`src/timer3_pkg.sv`:
```
// shared constants and types for the 8-bit timer three block
package timer3_pkg;
  localparam logic [2:0] ADDR_COMPARE = 3'h0;
  localparam logic [2:0] ADDR_SNAPSHOT = 3'h1;
  localparam logic [2:0] ADDR_CONTROL = 3'h2;
  localparam logic [2:0] ADDR_PORT_MUX = 3'h3;
  localparam logic [2:0] ADDR_REMOTE_RX = 3'h4;
  localparam logic [2:0] ADDR_IRQ_STATUS = 3'h5;
  localparam logic [2:0] ADDR_IRQ_MASK = 3'h6;
  // control and port mux register fields
  localparam int CTL_CLK_LSB = 0;
  localparam int CTL_MODE_LSB = 3;
  localparam int CTL_START_BIT = 5;
  localparam int CTL_SNAP_BIT = 6;
  localparam int CTL_HALF_BIT = 7;
  localparam int PMX_POL_BIT = 0;
  localparam logic [1:0] MODE_TIMER = 2'h0;
  localparam logic [1:0] MODE_EVENT = 2'h1;
  localparam logic [1:0] MODE_CAPTURE = 2'h2;
  localparam logic [7:0] SNAPSHOT_RESET = 8'hff;
  localparam logic [7:0] COMPARE_RESET = 8'hff;
  // code 000 divides by 2^13 of a 16 MHz reference; scaled to our clock
  localparam int SLOW_PERIOD_NS = 512000;
  localparam int CLK_PERIOD_NS = 50;
  localparam int SLOW_DIV_CYCLES = SLOW_PERIOD_NS / CLK_PERIOD_NS;
  localparam int PRESCALE_WIDTH = 16;
  localparam logic [2:0] CLK_SEL_FASTEST = 3'h6;

  typedef enum logic [1:0] {ST_IDLE, ST_RUN} run_e;

  typedef struct packed {
    logic [2:0] addr;
    logic [7:0] wdata;
    logic wr;
    logic rd;
  } bus_req_s;

  typedef struct packed {
    run_e run;
    logic [PRESCALE_WIDTH-1:0] prescale;
    logic [7:0] count;
    logic [7:0] compare;
    logic [7:0] snapshot;
    logic [7:0] control;
    logic [7:0] port_mux;
    logic [7:0] remote_rx;
    logic [7:0] filt_cnt;
    logic pin_filtered;
    logic pin_prev;
    logic [1:0] sync;
    logic [1:0] irq_status;
    logic [1:0] irq_mask;
    logic [7:0] rdata;
    logic irq;
  } state_s;
endpackage

```
`src/timer3_counter_capture.sv`:
```
// 8-bit timer three: timer, event counter and capture measurement
`timescale 1ns/1ps
`default_nettype none
module timer3_counter_capture
  import timer3_pkg::*;
#(
  parameter int SLOW_DIV = SLOW_DIV_CYCLES
)
(
  input wire logic clk, // system clock
  input wire logic resetn, // async reset, active low
  input wire timer3_pkg::bus_req_s bus, // register request
  output logic [7:0] rdata, // read data, cycle after strobe
  output logic timer_three_irq, // level interrupt
  input wire logic timer_three_input_pin // external pulse input
);
  state_s cur_ff;
  state_s nxt_ff;
  logic [PRESCALE_WIDTH-1:0] div_len;
  logic tick;
  logic pin_rise;
  logic pin_fall;
  logic pin_act;
  logic open_edge;
  logic close_edge;
  logic [1:0] mode;
  logic running;
  logic match_ev;
  logic cap_ev;
  logic [7:0] wr_ctl;
  logic [2:0] csel;
  logic status_wr;

  always_comb
  begin
    nxt_ff = cur_ff;
    mode = cur_ff.control[CTL_MODE_LSB +: 2];
    csel = cur_ff.control[CTL_CLK_LSB +: 3];
    if (csel > CLK_SEL_FASTEST)
    begin
      csel = CLK_SEL_FASTEST;
    end
    // each code up to 6 halves the period, 7 acts as 6; half option doubles it
    div_len = PRESCALE_WIDTH'(SLOW_DIV >> csel);
    if (cur_ff.control[CTL_HALF_BIT])
    begin
      div_len = PRESCALE_WIDTH'({div_len, 1'b0});
    end
    if (div_len == '0)
    begin
      div_len = PRESCALE_WIDTH'(1);
    end
    running = (cur_ff.run == ST_RUN);
    tick = running && (cur_ff.prescale >= div_len - PRESCALE_WIDTH'(1));

    // two-stage synchroniser; only the second stage is read downstream
    nxt_ff.sync = {cur_ff.sync[0], timer_three_input_pin};
    // capture mode passes the pin through a programmable glitch filter
    if (mode == MODE_CAPTURE)
    begin
      if (cur_ff.sync[1] == cur_ff.pin_filtered)
      begin
        nxt_ff.filt_cnt = 8'h00;
      end
      else if (cur_ff.filt_cnt >= cur_ff.remote_rx)
      begin
        nxt_ff.pin_filtered = cur_ff.sync[1];
        nxt_ff.filt_cnt = 8'h00;
      end
      else
      begin
        nxt_ff.filt_cnt = cur_ff.filt_cnt + 8'h01;
      end
    end
    else
    begin
      // outside capture the filter is bypassed
      nxt_ff.pin_filtered = cur_ff.sync[1];
      nxt_ff.filt_cnt = 8'h00;
    end
    nxt_ff.pin_prev = cur_ff.pin_filtered;
    pin_rise = cur_ff.pin_filtered && !cur_ff.pin_prev;
    pin_fall = !cur_ff.pin_filtered && cur_ff.pin_prev;
    // counting edge chosen by polarity bit
    pin_act = cur_ff.port_mux[PMX_POL_BIT] ? pin_fall : pin_rise;
    open_edge = cur_ff.port_mux[PMX_POL_BIT] ? pin_rise : pin_fall;
    close_edge = cur_ff.port_mux[PMX_POL_BIT] ? pin_fall : pin_rise;

    match_ev = 1'b0;
    cap_ev = 1'b0;
    // prescaler restarts whenever the counter is stopped
    if (tick)
    begin
      nxt_ff.prescale = '0;
    end
    else if (running)
    begin
      nxt_ff.prescale = cur_ff.prescale + PRESCALE_WIDTH'(1);
    end

    // counter state is only advanced while started
    if (running)
    begin
      case (mode)
        MODE_TIMER:
        begin
          // a compare of zero matches on every clock once started
          if (cur_ff.count == cur_ff.compare)
          begin
            match_ev = 1'b1;
            nxt_ff.count = 8'h00;
          end
          else if (tick)
          begin
            nxt_ff.count = cur_ff.count + 8'h01;
          end
        end
        MODE_EVENT:
        begin
          // match only checked on pin falling edge; a high pin holds off
          // when match and counting edge coincide, the match wins
          if (pin_fall && cur_ff.count == cur_ff.compare)
          begin
            match_ev = 1'b1;
            nxt_ff.count = 8'h00;
          end
          else if (pin_act)
          begin
            nxt_ff.count = cur_ff.count + 8'h01;
          end
        end
        MODE_CAPTURE:
        begin
          // free-running; width from open edge, period from close edge
          if (close_edge)
          begin
            nxt_ff.compare = cur_ff.count;
            nxt_ff.count = 8'h00;
            cap_ev = 1'b1;
          end
          else if (open_edge)
          begin
            nxt_ff.snapshot = cur_ff.count;
          end
          // saturate so an overlong phase reads as ff, never wraps
          if (!close_edge && tick && cur_ff.count != 8'hff)
          begin
            nxt_ff.count = cur_ff.count + 8'h01;
          end
        end
        default:
        begin
          nxt_ff.count = cur_ff.count;
        end
      endcase
    end
    else
    begin
      nxt_ff.count = 8'h00;
      nxt_ff.prescale = '0;
    end

    // read data is a one-cycle pulse; idle cycles read zero
    nxt_ff.rdata = 8'h00;
    if (bus.rd)
    begin
      case (bus.addr)
        ADDR_COMPARE:
        begin
          nxt_ff.rdata = cur_ff.compare;
        end
        ADDR_SNAPSHOT:
        begin
          nxt_ff.rdata = cur_ff.snapshot;
        end
        ADDR_CONTROL:
        begin
          nxt_ff.rdata = cur_ff.control;
        end
        ADDR_PORT_MUX:
        begin
          nxt_ff.rdata = cur_ff.port_mux;
        end
        ADDR_REMOTE_RX:
        begin
          nxt_ff.rdata = cur_ff.remote_rx;
        end
        ADDR_IRQ_STATUS:
        begin
          nxt_ff.rdata = {6'h00, cur_ff.irq_status};
        end
        ADDR_IRQ_MASK:
        begin
          nxt_ff.rdata = {6'h00, cur_ff.irq_mask};
        end
        default:
        begin
          nxt_ff.rdata = 8'h00;
        end
      endcase
    end

    wr_ctl = bus.wdata;
    if (bus.wr)
    begin
      case (bus.addr)
        ADDR_COMPARE:
        begin
          nxt_ff.compare = bus.wdata;
        end
        ADDR_CONTROL:
        begin
          // snapshot is a strobe, never stored; stopping clears counter
          nxt_ff.control = {wr_ctl[7], 1'b0, wr_ctl[5:0]};
          nxt_ff.run = wr_ctl[CTL_START_BIT] ? ST_RUN : ST_IDLE;
          // copy is asynchronous to the prescaler tick
          if (wr_ctl[CTL_SNAP_BIT] && mode != MODE_CAPTURE)
          begin
            nxt_ff.snapshot = cur_ff.count;
          end
        end
        ADDR_PORT_MUX:
        begin
          nxt_ff.port_mux = {7'h00, bus.wdata[PMX_POL_BIT]};
        end
        ADDR_REMOTE_RX:
        begin
          nxt_ff.remote_rx = bus.wdata;
        end
        ADDR_IRQ_MASK:
        begin
          nxt_ff.irq_mask = bus.wdata[1:0];
        end
        default:
        begin
          nxt_ff.run = cur_ff.run;
        end
      endcase
    end

    // write-one-to-clear; a same-cycle event wins over the clear
    status_wr = bus.wr && (bus.addr == ADDR_IRQ_STATUS);
    if (status_wr)
    begin
      nxt_ff.irq_status = cur_ff.irq_status & ~bus.wdata[1:0];
    end
    nxt_ff.irq_status = nxt_ff.irq_status | {cap_ev, match_ev};
    nxt_ff.irq = |(nxt_ff.irq_status & nxt_ff.irq_mask);
  end

  always_ff @(posedge clk or negedge resetn)
  begin
    if (!resetn)
    begin
      // compare and snapshot come up all ones; the rest is cleared
      cur_ff <= '{run: ST_IDLE,
                  prescale: '0,
                  count: 8'h00,
                  compare: COMPARE_RESET,
                  snapshot: SNAPSHOT_RESET,
                  control: 8'h00,
                  port_mux: 8'h00,
                  remote_rx: 8'h00,
                  filt_cnt: 8'h00,
                  pin_filtered: 1'b0,
                  pin_prev: 1'b0,
                  sync: 2'h0,
                  irq_status: 2'h0,
                  irq_mask: 2'h0,
                  rdata: 8'h00,
                  irq: 1'b0};
    end
    else
    begin
      cur_ff <= nxt_ff;
    end
  end

  assign rdata = cur_ff.rdata;
  assign timer_three_irq = cur_ff.irq;
endmodule // timer3_counter_capture
`default_nettype wire

```
`config.mk`:
```
export PLATFORM = sky130hd
export DESIGN_NAME = timer3_counter_capture
export DESIGN_NICKNAME = d
export VERILOG_FILES = /design/src/timer3_pkg.sv /design/src/timer3_counter_capture.sv
export SDC_FILE = /design/constraint.sdc
export NUM_CORES = 1
export LEC_CHECK = 0
export BUFFER_PORTS_ARGS = -buffer_cell sky130_fd_sc_hd__buf_4
export CORE_MARGIN = 2
export CORE_UTILIZATION = 49
export DETAILED_ROUTE_END_ITERATION = 16
export PLACE_DENSITY = 0.66
export SLEW_MARGIN = 30
export SYNTH_ARGS = -nofsm -noshare
export SYNTH_HDL_FRONTEND = slang
export SYNTH_SLANG_ARGS = --single-unit
export TNS_END_PERCENT = 50
```
`constraint.sdc`:
```
create_clock -name clk -period 8.5 [get_ports clk]
set_input_delay 1.7 -clock clk [delete_from_list [all_inputs] [get_ports clk]]
set_output_delay 1.7 -clock clk [all_outputs]
set_load 0.005 [all_outputs]
```
==> results.sh <==
export IMPL_syn2layout_area_growth_pct=9.238
export IMPL_cts_buffers=9
export IMPL_final_cells=643
export IMPL_wl_met3_um=549
export IMPL_swShare_pct=33.92
export IMPL_synthMuxAreaShare_pct=6.709
export IMPL_grt_max_degree=82
export IMPL_drtIter0Drc=214
export IMPL_synth_top_family_by_area="simple AND/OR/NAND/NOR gates"
export IMPL_gp_congestion=0.8995
export IMPL_relSlewSlack_pct=50.27
export IMPL_fin_tns_setup_ps=0
export IMPL_synth_edf_count=0
export IMPL_clock_root_buffer="clkbuf_8"
export IMPL_die_w_um=101.9
export IMPL_hold_viol=0
export IMPL_drive_gt1_share_pct=15.18
export IMPL_hp_start="cur_ff[13]$_DFF_PN0_"
export IMPL_yosysTopAreaCellShare_pct=34.61
export IMPL_r2r_setup_slack_ps=4910
export IMPL_pwr_density_cell_nw_per_um2=211.0
export IMPL_cts_tree="built"
export IMPL_cp_max_fo=9
export IMPL_final_util_pct=55.30
export IMPL_grt_ovfl_total=0
export IMPL_start_util_pct=50.62
export IMPL_rr_startpoint="cur_ff[41]$_DFFE_PN0P_"
export IMPL_firstDrtPassIters=5
export IMPL_slowest_delay_ps=630
export IMPL_synthFlopType="dfrtp_1"
export IMPL_grt_use_total_pct=21.50
export IMPL_crit_slowest_cell="a2111oi_2"
export IMPL_wl_per_cell_um=16.19
export IMPL_syn_area_per_cell_um2=9.552
export IMPL_r2r_end="cur_ff[72]$_DFFE_PN0P_"
export IMPL_dp_hpwl_mm=7.673
export IMPL_fp_dieH_um=101.9
export IMPL_outcome="finished clean"
export IMPL_leakage_nw=2.345
export IMPL_cts_sink_count=81
export IMPL_critPathKind="flip-flop to flip-flop"
export IMPL_netlist_area_um2=4700
export IMPL_synth_fa_ha_area_share_pct=7.987
export IMPL_num_rows=35
export IMPL_cts_hold_buf=0
export IMPL_place_inst=626
export IMPL_ioPinCount=25
export IMPL_path_delay_family="compound AO/OA/AOI/OAI gates"
export IMPL_synth_compound_area_share_pct=13.23
export IMPL_wirelength_mm=10.41
export IMPL_post_cts_buffers=0
export IMPL_end_kind="flip-flop"
export IMPL_clock_latency_ps=360
export IMPL_antenna_found_initial=0
export IMPL_path_buf_inv=0
export IMPL_ir_drop_v=0.00009221
export IMPL_cap_violations=0
export IMPL_async_flop_share_pct=100.0
export IMPL_rsz0062_at_grt="no"
export IMPL_hold_path_class="flip-flop to flip-flop"
export IMPL_synth_cells=492
export IMPL_drv_slew=0
export IMPL_seq_area_frac_synth_pct=43.56
export IMPL_arrival_ps=3840
export IMPL_dr_total_vias=3547
export IMPL_nNetsFinal=555
export IMPL_switching_power_w=0.0003675
export IMPL_top_layer_used="met4"
export IMPL_synth_simple_area_share_pct=17.49
export IMPL_critPathLaunch="cur_ff[41]$_DFFE_PN0P_"
export IMPL_r2r_cells=12
export IMPL_p_int_w=0.0007158
export IMPL_fin_crit_ps=3591
export IMPL_yosys_top_cells_area="dfrtp_1 (35%), dfstp_2 (8.9%), ha_1 (8.0%)"
export IMPL_crit_chain="nor2b_1 -> nor2_1 -> a21o_1 -> nand2_1 -> ha_1 -> and2_1 -> a221oi_1 -> o211ai_1 -> a2111oi_2 -> a221o_1 -> nand2b_4 -> o22ai_1"
export IMPL_wl_met2_mm=4.442
export IMPL_worstSetupStartpointType="flip-flop"
export IMPL_core_um2=9284
export IMPL_postRouteAntennaNets=0
export IMPL_fin_crit_sh_pct=42.25
export IMPL_pwr_share_clk_pct=27.2
export IMPL_finalSetupViolations=0
export IMPL_yosys_warnings=0
export IMPL_yosysUniqueCellTypes=57
export IMPL_fin_skew_ps=12.65
export IMPL_die_area_um2=10390
export IMPL_crit_cells=12
export IMPL_route_detailed_drc=0
export IMPL_pwr_share_seq_pct=47.4
export IMPL_drt_met1_wl_mm=5.228
export IMPL_critPathCapture="cur_ff[72]$_DFFE_PN0P_"
export IMPL_diodes=0
export IMPL_cts_resized_gates=0
export IMPL_cts_max_path_buffers=2
export IMPL_synthXorXnorAreaFrac_pct=5.405
export IMPL_clkTransAtPathRegs_ps=90
export IMPL_worst_slew_pin_slew_ps=746.0
export IMPL_ctsHtreeMaxLevel=3
export IMPL_yosysTopAreaCell="dfrtp_1"
export IMPL_power_frac_comb_pct=25.4
export IMPL_grt_pass1_wl_mm=17.22
export IMPL_fmax_mhz=278.4
export IMPL_portBuffers=24
export IMPL_viasPerCell=5.516
export IMPL_grt_pass1_vias=3482
export IMPL_synth_seq_cells=81
export IMPL_required_ps=8750
-- placed cells by master, fill, tap and decap left out, types with 2 or more instances in the layout --
| cell | Yosys | routed |
|---|---|---|
| mux2i_1 | 18 | 18 |
| and2_1 | 8 | 8 |
| mux2_2 | 12 | 12 |
| and3_1 | 8 | 8 |
| conb_1 | 2 | 6 |
| nor3_1 | 4 | 4 |
| xor2_1 | 20 | 20 |
| clkbuf_16 | 0 | 2 |
| dfrtp_1 | 65 | 65 |
| buf_4 | 8 | 25 |
| nand2_1 | 54 | 54 |
| o21a_1 | 2 | 2 |
| nand3_1 | 21 | 21 |
| clkbuf_8 | 0 | 9 |
| xnor2_1 | 9 | 9 |
| a211oi_1 | 2 | 2 |
| nor2_1 | 48 | 47 |
| a21o_1 | 8 | 8 |
| nand2b_1 | 8 | 8 |
| o22ai_1 | 7 | 7 |
| ha_1 | 30 | 30 |
| o211ai_1 | 3 | 3 |
| nor2b_1 | 6 | 6 |
| nand4_1 | 7 | 7 |
| a21oi_1 | 16 | 16 |
| nor4_2 | 2 | 2 |
| o21ai_0 | 37 | 37 |
| o22a_1 | 2 | 2 |
| dfstp_2 | 16 | 16 |
| nor3b_1 | 2 | 2 |
| inv_1 | 26 | 26 |
-- cells in the mapped netlist (2+ instances only) --
| cell | count |
|---|---|
| dfrtp_1 | 65 |
| nand2_1 | 54 |
| nor2_1 | 48 |
| o21ai_0 | 37 |
| ha_1 | 30 |
| inv_1 | 26 |
| nand3_1 | 21 |
| xor2_1 | 20 |
| mux2i_1 | 18 |
| a21oi_1 | 16 |
| dfstp_2 | 16 |
| mux2_2 | 12 |
| clkbuf_1 | 11 |
| xnor2_1 | 9 |
| a21o_1 | 8 |
| and2_1 | 8 |
| and3_1 | 8 |
| buf_4 | 8 |
| nand2b_1 | 8 |
| nand4_1 | 7 |
| o22ai_1 | 7 |
| nor2b_1 | 6 |
| buf_6 | 4 |
| nor3_1 | 4 |
| o211ai_1 | 3 |
| a211oi_1 | 2 |
| conb_1 | 2 |
| nor3b_1 | 2 |
| nor4_2 | 2 |
| o21a_1 | 2 |
| o22a_1 | 2 |
-- how the worst min path moves through the flow --
stage                            to  cells after the start
6_report       cur_ff[14]$_DFF_PN0_                      0
2_1_floorplan  cur_ff[14]$_DFF_PN0_                      0
3_3_place_gp   cur_ff[14]$_DFF_PN0_                      0
4_1_cts        cur_ff[14]$_DFF_PN0_                      0
3_5_place_dp   cur_ff[14]$_DFF_PN0_                      0
5_1_grt        cur_ff[14]$_DFF_PN0_                      0
-- routing by layer --
metal  vias to the layer above  GRT usage, %
li1                       1726             -
met1                      1704         32.27
met2                        98         30.97
met3                        19         4.172
met4                         0         7.487
met5                         -             0
-- layout make-up --
type / count / area, µm²
Tap cell: 129 / 161.4
Timing Repair Buffer: 27 / 203.9
Clock inverter: 4 / 28.78
Multi-Input combinational cell: 363 / 2414
Clock buffer: 12 / 177.7
Fill cell: 863 / 4150
Sequential cell: 81 / 2047
Inverter: 27 / 101.3
-- power groups by stage --
stage,clock network [W],logic (W),registers [W]
floorplan,0,0.000220,0.000494
global placement,0,0.000263,0.000520
detailed placement,0,0.000274,0.000520
CTS,0.000298,0.000275,0.000512
global route,0.000319,0.000312,0.000521
finish,0.000295,0.000275,0.000513
-- stage by stage --
| step | worst slack [ps] | instance area (µm²) | total power, W | hold slack [ps] |
|---|---|---|---|---|
| after floorplan | 5211 | 4715 | 0.0007131 | 331.2 |
| after global placement | 4891 | 4916 | 0.0007822 | 333.5 |
| after detailed placement | 4770 | 4922 | 0.0007932 | 339.5 |
| after CTS | 4907 | 5129 | 0.001086 | 359.8 |
| after global routing | 4611 | 5134 | 0.001152 | 386.4 |
| final | 4909 | 5134 | 0.001083 | 356.2 |
-- registers in the layout, summed over array words and instances, names as in the netlist --
name and flops:
cur_ff 72, timer_three_irq 1, rdata 8
-- kinds of logic after synthesis --
group,count (synthesis)
buffers and inverters,52
muxes,30
xor gates and xnor gates,29
and+or+nand+nor,173
DFF,81
AOI/OAI and AO/OA,95
other,2
adders and majority gates,30
Power figures use the tool's default switching activity.
